===== config.mk =====
export PLATFORM = sky130hd
export DESIGN_NAME = pmc_clock_ctrl
export DESIGN_NICKNAME = d
export VERILOG_FILES = /design/src/verilog/pmc_pkg.sv /design/src/verilog/pmc_clock_ctrl.sv
export VERILOG_INCLUDE_DIRS = /design/src /design/src/verilog
export SDC_FILE = /design/constraint.sdc
export NUM_CORES = 1
export LEC_CHECK = 0
export BUFFER_PORTS_ARGS = -buffer_cell sky130_fd_sc_hd__buf_4
export CORE_MARGIN = 4
export CORE_UTILIZATION = 55
export CTS_CLUSTER_DIAMETER = 40
export CTS_CLUSTER_SIZE = 8
export DETAILED_ROUTE_END_ITERATION = 10
export PLACE_DENSITY = 0.77
export SLEW_MARGIN = 20
export SYNTH_ARGS = -nofsm -noshare
export SYNTH_HDL_FRONTEND = slang
export SYNTH_SLANG_ARGS = --single-unit
export TNS_END_PERCENT = 20

===== constraint.sdc =====
create_clock -name mclk -period 7.25 [get_ports mclk]
set_clock_uncertainty 0.2 [all_clocks]
set_input_delay 0.3625 -clock mclk [delete_from_list [all_inputs] [get_ports mclk]]
set_output_delay 0.3625 -clock mclk [all_outputs]
set_load 0.1 [all_outputs]

===== src/verilog/pmc_defines.svh =====
`ifndef PMC_DEFINES_SVH
`define PMC_DEFINES_SVH

// ----------------------------------------
// register byte offsets
// ----------------------------------------
`define PMC_OFF_SYS_SET 8'h00
`define PMC_OFF_SYS_CLR 8'h04
`define PMC_OFF_SYS_STATE 8'h08
`define PMC_OFF_PER_SET 8'h10
`define PMC_OFF_PER_CLR 8'h14
`define PMC_OFF_PER_STATE 8'h18
`define PMC_OFF_PLL_SETUP 8'h2C
`define PMC_OFF_MASTER 8'h30
`define PMC_OFF_PROG0 8'h40
`define PMC_OFF_PROG1 8'h44
`define PMC_OFF_PROG2 8'h48
`define PMC_OFF_STATUS 8'h68

// ----------------------------------------
// field positions
// ----------------------------------------
`define PMC_SYS_CPU_BIT 0
`define PMC_SYS_PROG_LSB 8
`define PMC_PLL_DIV_LSB 0
`define PMC_PLL_CNT_LSB 8
`define PMC_PLL_MUL_LSB 16
`define PMC_MCK_SRC_LSB 0
`define PMC_MCK_RATIO_LSB 2
`define PMC_ST_LOCK_BIT 2
`define PMC_ST_MDONE_BIT 3
`define PMC_ST_PROG_LSB 8

// ----------------------------------------
// reset values and sizes
// ----------------------------------------
`define PMC_DIV_RESET 8'h00
`define PMC_MUL_RESET 11'h000
`define PMC_CNT_RESET 6'h00
`define PMC_NUM_PERIPH 16
`define PMC_NUM_PROG 3
`define PMC_RESP_OKAY 2'b00
`define PMC_RESP_SLVERR 2'b10

`endif


===== src/verilog/pmc_pkg.sv =====
package pmc_pkg;

  // ----------------------------------------
  // clock sources and configuration types
  // ----------------------------------------
  typedef enum logic [1:0] {
    PMC_SRC_SLOW,
    PMC_SRC_MAIN,
    PMC_SRC_PLL,
    PMC_SRC_RSVD
  } pmc_src_t;

  typedef struct packed {
    logic [10:0] pll_gain_factor;
    logic [5:0] pll_settle_counter;
    logic [7:0] div;
  } pmc_pll_cfg_t;

  typedef struct packed {
    pmc_src_t master_source_select;
    logic [2:0] master_ratio_field;
  } pmc_sel_t;

endpackage : pmc_pkg


===== src/verilog/pmc_clock_ctrl.sv =====
// Chosen here: the register addresses and the AXI4-Lite slave port.
`timescale 1ns/10ps
`include "pmc_defines.svh"
// Contract
// - slow rc clock is the only permanent clock; others may stop
// - generator provides slow, main oscillator and pll output clocks
// - pll input divider accepts 1 to 255 in steps of one
// - divider zero holds divider and pll output low
// - divider field resets to zero, pll input stopped
// - pll frequency is source times (gain plus one) over divider
// - gain zero disables pll; nonzero re-enables it
// - settled flag clears on pll re-enable or parameter rewrite
// - settle count loaded, decremented per slow clock, sets flag at zero
// - master source chosen among generator outputs; slow drives whole device
// - master prescaler divides by power of two, 1 to 64
// - master register write clears done flag until new clock established
// - master clock feeds peripherals, memory controller, permanent modules
// - processor clock off in idle; set write enables, clear write disables
// - processor clock state readable in system clock state register
// - each peripheral gets own independently gated master clock copy
// - each programmable output picks a generator clock onto its pin
// - processor clock on after reset, re-enabled by interrupt or reset
// - processor clock stops only after current instruction completes
module pmc_clock_ctrl
  import pmc_pkg::*;
(
  input wire logic mclk,
  input wire logic reset,
  input wire logic slow_rc_clock,
  input wire logic main_oscillator_clock,
  input wire logic cpu_instr_done,
  input wire logic irq_wake,
  input wire logic [7:0] s_axi_awaddr,
  input wire logic s_axi_awvalid,
  output logic s_axi_awready,
  input wire logic [31:0] s_axi_wdata,
  input wire logic [3:0] s_axi_wstrb,
  input wire logic s_axi_wvalid,
  output logic s_axi_wready,
  output logic [1:0] s_axi_bresp,
  output logic s_axi_bvalid,
  input wire logic s_axi_bready,
  input wire logic [7:0] s_axi_araddr,
  input wire logic s_axi_arvalid,
  output logic s_axi_arready,
  output logic [31:0] s_axi_rdata,
  output logic [1:0] s_axi_rresp,
  output logic s_axi_rvalid,
  input wire logic s_axi_rready,
  output logic pll_output_clock,
  output logic master_clock,
  output logic processor_clock,
  output logic [`PMC_NUM_PERIPH-1:0] periph_clock,
  output logic [`PMC_NUM_PROG-1:0] programmable_clock_outputs
);

  // ----------------------------------------
  // pin synchronisers and source ticks
  // ----------------------------------------
  logic [2:0] slow_sync_reg;
  logic [2:0] main_sync_reg;
  wire slow_tick = slow_sync_reg[1] & ~slow_sync_reg[2];
  wire main_tick = main_sync_reg[1] & ~main_sync_reg[2];

  always_ff @(posedge mclk) begin
    if (reset) begin
      slow_sync_reg <= 3'h0;
      main_sync_reg <= 3'h0;
    end else begin
      slow_sync_reg <= {slow_sync_reg[1:0], slow_rc_clock};
      main_sync_reg <= {main_sync_reg[1:0], main_oscillator_clock};
    end
  end

  // ----------------------------------------
  // axi4-lite slave
  // ----------------------------------------
  pmc_pll_cfg_t pll_cfg_reg;
  pmc_sel_t mck_sel_reg;
  pmc_sel_t mck_cur_reg;
  pmc_sel_t prog_sel_reg [`PMC_NUM_PROG];
  logic cpu_en_reg;
  logic cpu_run_reg;
  logic [`PMC_NUM_PROG-1:0] prog_en_reg;
  logic [`PMC_NUM_PROG-1:0] prog_rdy_reg;
  logic [`PMC_NUM_PERIPH-1:0] per_en_reg;
  logic lock_reg;
  logic counting_reg;
  logic [5:0] lock_cnt_reg;
  logic mdone_reg;
  logic mpend_reg;
  logic [31:0] rdata_next;
  logic rhit;
  logic [4:0] prog_sel_rd [`PMC_NUM_PROG];

  // writes only with full word strobes; a partial word is ignored
  wire wr_go = s_axi_awvalid & s_axi_wvalid & ~s_axi_bvalid;
  wire wr_full = (s_axi_wstrb == 4'hF);
  wire [7:0] wa = s_axi_awaddr;
  wire [31:0] wd = s_axi_wdata;
  wire wr_sys_set = wr_go & wr_full & (wa == `PMC_OFF_SYS_SET);
  wire wr_sys_clr = wr_go & wr_full & (wa == `PMC_OFF_SYS_CLR);
  wire wr_per_set = wr_go & wr_full & (wa == `PMC_OFF_PER_SET);
  wire wr_per_clr = wr_go & wr_full & (wa == `PMC_OFF_PER_CLR);
  wire wr_pll = wr_go & wr_full & (wa == `PMC_OFF_PLL_SETUP);
  wire wr_mck = wr_go & wr_full & (wa == `PMC_OFF_MASTER);
  wire [2:0] wr_prog;
  assign wr_prog[0] = wr_go & wr_full & (wa == `PMC_OFF_PROG0);
  assign wr_prog[1] = wr_go & wr_full & (wa == `PMC_OFF_PROG1);
  assign wr_prog[2] = wr_go & wr_full & (wa == `PMC_OFF_PROG2);
  wire wr_hit = wr_sys_set | wr_sys_clr | wr_per_set | wr_per_clr | wr_pll | wr_mck
    | (|wr_prog);
  wire rd_go = s_axi_arvalid & ~s_axi_rvalid;

  assign s_axi_awready = wr_go;
  assign s_axi_wready = wr_go;
  assign s_axi_arready = rd_go;

  always_ff @(posedge mclk) begin
    if (reset) begin
      s_axi_bvalid <= 1'b0;
      s_axi_bresp <= `PMC_RESP_OKAY;
    end else if (wr_go) begin
      s_axi_bvalid <= 1'b1;
      s_axi_bresp <= wr_hit ? `PMC_RESP_OKAY : `PMC_RESP_SLVERR;
    end else if (s_axi_bready) begin
      s_axi_bvalid <= 1'b0;
    end
  end

  wire [31:0] sys_state = {21'h0, prog_en_reg, 7'h0, cpu_run_reg};
  wire [31:0] status_word = {21'h0, prog_rdy_reg, 4'h0, mdone_reg, lock_reg, 2'h0};
  // readback in write layout: source in the low bits, ratio above
  wire [4:0] mck_sel_rd = {mck_sel_reg.master_ratio_field, mck_sel_reg.master_source_select};

  always_comb begin
    rdata_next = 32'h0000_0000;
    rhit = 1'b1;
    unique case (s_axi_araddr)
      `PMC_OFF_SYS_STATE: rdata_next = sys_state;
      `PMC_OFF_PER_STATE: rdata_next = {16'h0000, per_en_reg};
      `PMC_OFF_PLL_SETUP: rdata_next = {5'h00, pll_cfg_reg.pll_gain_factor, 2'h0,
        pll_cfg_reg.pll_settle_counter, pll_cfg_reg.div};
      `PMC_OFF_MASTER: rdata_next = {27'h0, mck_sel_rd};
      `PMC_OFF_PROG0: rdata_next = {27'h0, prog_sel_rd[0]};
      `PMC_OFF_PROG1: rdata_next = {27'h0, prog_sel_rd[1]};
      `PMC_OFF_PROG2: rdata_next = {27'h0, prog_sel_rd[2]};
      `PMC_OFF_STATUS: rdata_next = status_word;
      `PMC_OFF_SYS_SET, `PMC_OFF_SYS_CLR, `PMC_OFF_PER_SET, `PMC_OFF_PER_CLR:
        rdata_next = 32'h0000_0000;
      default: rhit = 1'b0;
    endcase
  end

  always_ff @(posedge mclk) begin
    if (reset) begin
      s_axi_rvalid <= 1'b0;
      s_axi_rdata <= 32'h0000_0000;
      s_axi_rresp <= `PMC_RESP_OKAY;
    end else if (rd_go) begin
      s_axi_rvalid <= 1'b1;
      s_axi_rdata <= rdata_next;
      s_axi_rresp <= rhit ? `PMC_RESP_OKAY : `PMC_RESP_SLVERR;
    end else if (s_axi_rready) begin
      s_axi_rvalid <= 1'b0;
    end
  end

  // ----------------------------------------
  // pll: divider, multiplier, settle counter
  // ----------------------------------------
  // pll runs only with divider and gain nonzero
  wire pll_on = (pll_cfg_reg.div != 8'h00) & (pll_cfg_reg.pll_gain_factor != 11'h000);
  logic [19:0] pll_acc_reg;
  logic pll_tick_reg;
  // rate is capped at one tick per mclk cycle
  // accumulate gain plus one per main tick, spend divider per output tick
  wire pll_emit = pll_on & (pll_acc_reg >= {12'h000, pll_cfg_reg.div});
  // saturate near the top so a capped rate never wraps the accumulator
  wire [19:0] pll_add = (main_tick & ~pll_acc_reg[19])
    ? {8'h00, 1'b0, pll_cfg_reg.pll_gain_factor} + 20'h0_0001 : 20'h0_0000;
  wire [19:0] pll_sub = pll_emit ? {12'h000, pll_cfg_reg.div} : 20'h0_0000;

  always_ff @(posedge mclk) begin
    if (reset || !pll_on) begin
      pll_acc_reg <= 20'h0_0000;
      pll_tick_reg <= 1'b0;
      pll_output_clock <= 1'b0;
    end else begin
      pll_acc_reg <= pll_acc_reg + pll_add - pll_sub;
      pll_tick_reg <= pll_emit;
      if (pll_emit) begin
        pll_output_clock <= ~pll_output_clock;
      end
    end
  end

  always_ff @(posedge mclk) begin
    if (reset) begin
      pll_cfg_reg <= '{`PMC_MUL_RESET, `PMC_CNT_RESET, `PMC_DIV_RESET};
      lock_reg <= 1'b0;
      counting_reg <= 1'b0;
      lock_cnt_reg <= 6'h00;
    end else if (wr_pll) begin
      pll_cfg_reg.div <= wd[`PMC_PLL_DIV_LSB +: 8];
      pll_cfg_reg.pll_settle_counter <= wd[`PMC_PLL_CNT_LSB +: 6];
      pll_cfg_reg.pll_gain_factor <= wd[`PMC_PLL_MUL_LSB +: 11];
      lock_reg <= 1'b0;
      counting_reg <= 1'b1;
      lock_cnt_reg <= wd[`PMC_PLL_CNT_LSB +: 6];
    end else if (counting_reg && slow_tick) begin
      // count down on slow clock, flag at zero
      if (lock_cnt_reg == 6'h00) begin
        lock_reg <= 1'b1;
        counting_reg <= 1'b0;
      end else begin
        lock_cnt_reg <= lock_cnt_reg - 6'h01;
      end
    end
  end

  // ----------------------------------------
  // master clock selector and prescaler
  // ----------------------------------------
  // source ticks from the three generator outputs
  wire [3:0] src_ticks = {1'b0, pll_tick_reg, main_tick, slow_tick};
  wire mck_src_tick = src_ticks[mck_cur_reg.master_source_select];
  logic [5:0] mck_cnt_reg;
  logic mck_tick_reg;
  // ratio mask 2**field - 1, field above 6 treated as 6
  wire [2:0] mck_ratio = (mck_cur_reg.master_ratio_field > 3'd6) ? 3'd6
    : mck_cur_reg.master_ratio_field;
  wire [5:0] mck_mask = 6'(7'h01 << mck_ratio) - 6'h01;
  wire mck_wrap = mck_src_tick & (mck_cnt_reg == mck_mask);
  // switch only on a period boundary, or when the old source is the pll and the pll is off
  wire mck_src_dead = (mck_cur_reg.master_source_select == PMC_SRC_PLL) & ~pll_on;
  wire mck_apply = mpend_reg & ~wr_mck & (mck_wrap | mck_src_dead);

  always_ff @(posedge mclk) begin
    if (reset) begin
      mck_sel_reg <= '{PMC_SRC_SLOW, 3'h0};
      mck_cur_reg <= '{PMC_SRC_SLOW, 3'h0};
      mck_cnt_reg <= 6'h00;
      mck_tick_reg <= 1'b0;
      master_clock <= 1'b0;
      mpend_reg <= 1'b0;
      mdone_reg <= 1'b1;
    end else begin
      mck_tick_reg <= mck_wrap;
      if (mck_wrap) begin
        master_clock <= ~master_clock;
      end
      if (mck_apply) begin
        mck_cur_reg <= mck_sel_reg;
        mck_cnt_reg <= 6'h00;
      end else if (mck_wrap) begin
        mck_cnt_reg <= 6'h00;
      end else if (mck_src_tick) begin
        mck_cnt_reg <= mck_cnt_reg + 6'h01;
      end
      // write clears done, set when the new clock takes over
      if (wr_mck) begin
        mck_sel_reg <= '{pmc_src_t'(wd[`PMC_MCK_SRC_LSB +: 2]), wd[`PMC_MCK_RATIO_LSB +: 3]};
        mpend_reg <= 1'b1;
        mdone_reg <= 1'b0;
      end else if (mck_apply) begin
        mpend_reg <= 1'b0;
        mdone_reg <= 1'b1;
      end
    end
  end

  // ----------------------------------------
  // processor and peripheral clock gating
  // ----------------------------------------
  always_ff @(posedge mclk) begin
    if (reset) begin
      cpu_en_reg <= 1'b1;
      cpu_run_reg <= 1'b1;
      per_en_reg <= '0;
      prog_en_reg <= '0;
    end else begin
      // set write or interrupt wins over clear write
      if ((wr_sys_set && wd[`PMC_SYS_CPU_BIT]) || irq_wake) begin
        cpu_en_reg <= 1'b1;
      end else if (wr_sys_clr && wd[`PMC_SYS_CPU_BIT]) begin
        cpu_en_reg <= 1'b0;
      end
      // stop only at an instruction boundary
      if (cpu_en_reg || cpu_instr_done) begin
        cpu_run_reg <= cpu_en_reg;
      end
      per_en_reg <= (per_en_reg & ~({`PMC_NUM_PERIPH{wr_per_clr}} & wd[15:0]))
        | ({`PMC_NUM_PERIPH{wr_per_set}} & wd[15:0]);
      prog_en_reg <= (prog_en_reg & ~({3{wr_sys_clr}} & wd[`PMC_SYS_PROG_LSB +: 3]))
        | ({3{wr_sys_set}} & wd[`PMC_SYS_PROG_LSB +: 3]);
    end
  end

  // master clock level runs to memory controller and permanent modules
  // processor copy gated by run state
  assign processor_clock = master_clock & cpu_run_reg;

  genvar gi;
  generate
    for (gi = 0; gi < `PMC_NUM_PERIPH; gi++) begin : g_periph
      assign periph_clock[gi] = master_clock & per_en_reg[gi];
    end
  endgenerate

  // ----------------------------------------
  // programmable clock outputs
  // ----------------------------------------
  // no glitch protection here: software must disable before reconfiguring
  generate
    for (gi = 0; gi < `PMC_NUM_PROG; gi++) begin : g_prog
      logic [5:0] cnt_reg;
      wire src_tick = src_ticks[prog_sel_reg[gi].master_source_select];
      wire [2:0] ratio = (prog_sel_reg[gi].master_ratio_field > 3'd6) ? 3'd6
        : prog_sel_reg[gi].master_ratio_field;
      wire [5:0] mask = 6'(7'h01 << ratio) - 6'h01;
      wire wrap = src_tick & (cnt_reg == mask);
      assign prog_sel_rd[gi] = {prog_sel_reg[gi].master_ratio_field,
        prog_sel_reg[gi].master_source_select};
      always_ff @(posedge mclk) begin
        if (reset) begin
          prog_sel_reg[gi] <= '{PMC_SRC_SLOW, 3'h0};
          cnt_reg <= 6'h00;
          prog_rdy_reg[gi] <= 1'b0;
          programmable_clock_outputs[gi] <= 1'b0;
        end else if (wr_prog[gi]) begin
          prog_sel_reg[gi] <= '{pmc_src_t'(wd[1:0]), wd[4:2]};
          cnt_reg <= 6'h00;
          prog_rdy_reg[gi] <= 1'b0;
        end else begin
          cnt_reg <= wrap ? 6'h00 : (src_tick ? cnt_reg + 6'h01 : cnt_reg);
          if (wrap) begin
            prog_rdy_reg[gi] <= 1'b1;
          end
          // selected source onto its pin, parked low when disabled
          if (!prog_en_reg[gi]) begin
            programmable_clock_outputs[gi] <= 1'b0;
          end else if (wrap) begin
            programmable_clock_outputs[gi] <= ~programmable_clock_outputs[gi];
          end
        end
      end
    end
  endgenerate
endmodule : pmc_clock_ctrl


### Yosys cells after proc, flatten, opt, wreduce, memory -nomap -nowiden

Memory sizes are Yosys's and may differ from the RTL's.
Cells that the tools add are included.

* register bits: 163
* bits in writable memories: 15
* output and inout port bits: 63
* word-level logic and storage cells: 255
* memories kept: 1

Memories
* prog_sel_reg: words 3, width 5, rd ports 3, clocked after Yosys merged registers in 0, write ports 3, line pmc_clock_ctrl.sv:81 `` pmc_sel_t prog_sel_reg [`PMC_NUM_PROG]; ``

* add/subtract/negate cells: 12
* magnitude comparators: 9
* eq/ne operators: 29
* shifts and indexed selects: 4
* multiplexer cells: 52
* bitwise gates (word level): 77
* reductions and logical operators: 34

Operator list (number)
* $pmux W27 S8: 1
* $eq A8 B7 Y1 const B: 7
* $and A16 B16 Y16: 3
* $and A1 B1 Y1: 42
* $eq A8 B5 Y1 const B: 5
* $mux W1: 33
* $eq A8 B6 Y1 const B: 4
* $sub A6 B1 Y6 const B: 5
* $add A6 B1 Y6 const B: 4
* $eq A6 B6 Y1: 4
* $shl A1 B3 Y6 const A: 4
* $add A20 B12 Y20: 1
* $ge A20 B8 Y1: 1
* $sub A20 B8 Y20: 1
* $mux W6: 3
* $eq A8 B3 Y1 const B: 2
* $logic_not A8 Y1: 2
* $not A16 Y16: 1
* $or A16 B16 Y16: 1
* $mux W5: 3
* $not A1 Y1: 15
* $reduce_or A3 Y1: 5
* $add A11 B1 Y12 const B: 1
* $gt A3 B3 Y1 const B: 4
* 25 further kinds: 65

### Longest topological paths before layout

* depth in word-level cells: 11
* mapped depth: 19
* depth with buffers taken out: 18

### Worst setup path after synthesis

Ideal clock, no wire load.

* path kind: register to register
* start: reg pll_cfg_reg[5] (netlist bit)
* end: reg pll_acc_reg[18]
* setup time: 0.081 ns
* data arrival time: 3.968 ns
* path slack: 3.001 ns
* cell stages (with the launch flop): 20
* path buffers: 1
* path through: dfxtp_1 -> inv_1 -> ha_1 -> a211oi_1 -> o211ai_1 -> a21boi_0 -> o221a_2 -> clkbuf_1 -> nor2_1 -> and2_1 -> ha_1 -> inv_1 -> ha_1 -> fa_1 -> a211o_1 -> a211oi_1 -> or4_1 -> a21oi_1 -> o31ai_1 -> nor3b_1

* longest elaborated chain between the ends: 5
* elaborated cells between the ends (all ways): 8
* those cells by class: 1 x add/sub; 1 x order compare; 1 x mux; 2 x bitwise; 3 x reduce/logical

Ends and longest elaborated chain
* start, declared: line pmc_clock_ctrl.sv:78 `pmc_pll_cfg_t pll_cfg_reg;`
* start signal, assigned: line pmc_clock_ctrl.sv:200 `` pll_cfg_reg <= '{`PMC_MUL_RESET, `PMC_CNT_RESET, `PMC_DIV_RESET}; ``
* parallel branches: the longest is 5 deep, another holds $ge A20 B8 Y1
* end signal, assigned: line pmc_clock_ctrl.sv:190 `pll_acc_reg <= pll_acc_reg + pll_add - pll_sub;`
* end, declared: line pmc_clock_ctrl.sv:174 `logic [19:0] pll_acc_reg;`

Parallel ways; which one is timed is not known.
A chain may end at the register's enable or synchronous reset.

### Final worst setup path

* start: reg pll_cfg_reg[0] (netlist bit)
* end: reg pll_acc_reg[16]

The elaborated chain is that of the path after synthesis.

==> flow_summary_export.csv <==
group,metric,value,unit
power,internal_power,1.59,mW
timing,min_period,4770,ps
final_layout,fin_cells,1475,
floorplanning,io_pins,126,
final_layout,final_common_cell,"dfxtp_1",
timing,post-route-period-util,65.8,%
floorplanning,core-area,16800,um2
clock_network,cts-resized-gates,0,
global_route,grt_max_degree,96,
logic_synthesis,ys_seq_area_share,37.4,%
routing,via_count,8617,
clock_network,clk_latency,430,ps
timing,setup_viol,0,
logic_synthesis,synth_area,9540,um2
timing,hold_viol_final,0,
floorplanning,row_count,47,
setup_path,critPathArrivalTime,4900,ps
clock_network,cts_sinks,171,
setup_path,cp-end-kind,"flop",
setup_path,critPathRequiredTime,7380,ps
power,power_switching,520,uW
final_layout,drive_above_1_share,14.3,%
placed_design,dp.cells,1424,
logic_synthesis,ys_types,88,
power,power,2.11,mW
routing,drc_errors,0,
timing,tns,0,ps
outcome,status,"complete, no violations",
clock_network,post_cts_buffers,0,
clock_network,cts_root_buffer,"clkbuf_16",
run,max_cap_viol_count,0,
logic_synthesis,ys_warn_count,0,
setup_path,critical_path_class,"flop to flop",
power,vdd_drop_max,162,uV
power,cellPowerDensity,187,nW/um2
global_route,overflow,0,
final_layout,largest_reg_flops,27,
global_route,grt_pass1_wl,40800,um
setup_path,crit_path_max_fanout,9,
placed_design,portBuffers,113,
logic_synthesis,synth_top_area_share,32.7,%
final_layout,syn2layout_area_growth,18.4,%
global_route,grt_pass1_vias,8131,
routing,vias_per_cell,5.84,
timing,fin_ws,2480,ps
timing,worst_pin_slew,1040,ps
routing,ant_nets,0,
min_path,hold_path.startpoint,"s_axi_wdata[15]",
logic_synthesis,syn_inst,1134,
floorplanning,die_w,140,um
logic_synthesis,syn_avg_cell_area,8.42,um2
min_path,hold_path.class,"input pin to flop",
power,switching_share,24.7,%
logic_synthesis,synth_top_area_cell,"dfxtp_1",
logic_synthesis,synth_edf_count,15,
power,pwr-share-seq,46.1,%
logic_synthesis,synth-seq-cells,171,
floorplanning,initial_utilization,56.7,%
global_route,antenna_found_initial,0,
power,p_clk_share,45.0,%
timing,fmax,210,MHz
placed_design,gp_congestion,0.945,
final_layout,final_cell_mix,"156 x dfxtp_1, 139 x nand2_1, 119 x buf_4",
routing,drtPass1Iterations,5,
routing,post_drt_wl_per_cell,17.1,um
power,power_leakage,4.50,nW
placed_design,dpl.hpwl,17700,um
power,comb_power_share,8.8,%
timing,slew_headroom,30.8,%
floorplanning,design.die.area,19500,um2
clock_network,htreeDepth,4,
logic_synthesis,synth-main-ff-cell,"dfxtp_1",
clock_network,cts_made_buffers,17,
routing,drt-initial-drc-count,699,
final_layout,n_antenna_cell,0,
logic_synthesis,synthArstFlopShare,0,%
global_route,gr-usage-all-layers,25.3,%
timing,finalMaxSlewViolations,0,
timing,grt_setup_unrepaired,"no",
setup_path,timing.rr.start,"pll_cfg_reg[0]$_SDFFE_PP0P_",
routing,wirelength,25200,um
final_layout,fin_util,67.2,%
setup_path,worstSetupStartpoint,"pll_cfg_reg[0]$_SDFFE_PP0P_",
placed_design,place_ws,2520,ps
clock_network,clk_pin_slew_worst_paths,70,ps
final_layout,nNetsFinal,1362,
floorplanning,die_h,140,um
logic_synthesis,synth_area_leaders,"dfxtp_1 33%, ha_1 6.0%, nand2_1 5.5%",
clock_network,tritoncts,"yes",
setup_path,worst_setup_path_start_kind,"flop",
clock_network,clockBufferDepth,2,
[routing by layer]
metal  part of all wire, %  global-route usage, %  routed length (um)
met5                     0                      0                   0
met3                   6.4                   4.36                1600
met1                    44                   34.0               11000
met2                    47                   40.9               11800
met4                   3.0                   9.69                 743
[layout make-up]
class	count	area, um2
Fill cell	1407	5520
Multi-Input combinational cell	844	5470
Sequential cell	171	3570
Timing Repair Buffer	141	1110
Clock buffer	20	468
Tap cell	220	275
Inverter	70	263
Clock inverter	9	139
[power by group through the flow]
stage	Combinational (mW)	Clock, mW	Sequential (mW)
2_1_floorplan	0.0924	0	1.02
3_3_place_gp	0.173	0	0.993
3_5_place_dp	0.174	0	0.993
4_1_cts	0.185	0.961	0.972
5_1_grt	0.197	0.995	0.974
6_report	0.186	0.950	0.973
[worst max-delay path: stages (launching register included)]
cell	delay [ps]
dfxtp_1	400
ha_1	250
nand2b_1	160
a21o_1	180
a211oi_1	360
o221a_2	400
nor2_1	90
and2_1	180
ha_1	280
inv_1	40
ha_1	200
fa_1	430
a211o_1	320
a211oi_1	400
or4_1	230
a21oi_1	100
o31ai_1	220
nor3b_1	220
[metrics by stage]
step | hold slack (ps) | area [um2]
floorplan | 214 | 9570
global placement | 235 | 10500
CTS | 3.36 | 11300
detailed placement | 235 | 10500
finish | 17.6 | 11300
global route | 34.0 | 11300
[synthesized netlist by cell type, types with 4 or more instances]
cell type / n
dfxtp_1: 156
nand2_1: 139
nor2_1: 114
a21oi_1: 77
inv_1: 69
ha_1: 46
and2_1: 40
clkbuf_1: 30
a22oi_1: 29
nand3_1: 27
nor3_1: 24
xnor2_1: 24
xor2_1: 24
nand2b_1: 21
mux2i_1: 18
o21ai_0: 17
edfxtp_1: 15
nand4_1: 15
buf_2: 13
nor2b_1: 12
nor4_1: 12
a21o_1: 11
nor3_2: 11
a221oi_1: 10
a31oi_1: 10
and3_1: 10
buf_4: 9
nor3b_1: 9
or3_1: 9
fa_1: 8
nand3b_1: 8
o211ai_1: 8
a211oi_1: 6
o21a_1: 6
a22o_1: 5
a211o_1: 4
and4_1: 4
o21ai_1: 4
o21bai_1: 4
o22ai_1: 4
o31ai_1: 4
[kinds of logic after synthesis]
group | count (synthesis) | synth area share, %
other | 1 | 0.0393
buffers and inverters | 125 | 5.52
xor gates and xnor gates | 48 | 4.41
DFF | 171 | 37.4
and+or+nand+nor | 481 | 26.1
AOI/OAI and AO/OA | 233 | 16.5
muxes | 21 | 2.24
adders and majority gates | 54 | 7.71
[final timing paths]
| path | to | slack (ps) | cells after the start |
|---|---|---|---|
| max | pll_acc_reg[16]$_SDFF_PP0_ | 2480 | 17 |
| min | per_en_reg[15]$_SDFF_PP0_ | 20 | 3 |
| max reg2reg | pll_acc_reg[16]$_SDFF_PP0_ | 2480 | 17 |
| min reg2reg | slow_sync_reg[1]$_SDFF_PP0_ | 250 | 1 |
[repair_timing]
item,in CTS,in global routing
hold buffers,22,0
endpoints found under the hold margin,24,0
endpoints found under the setup margin,0,0
Power figures use the tool's default switching activity.
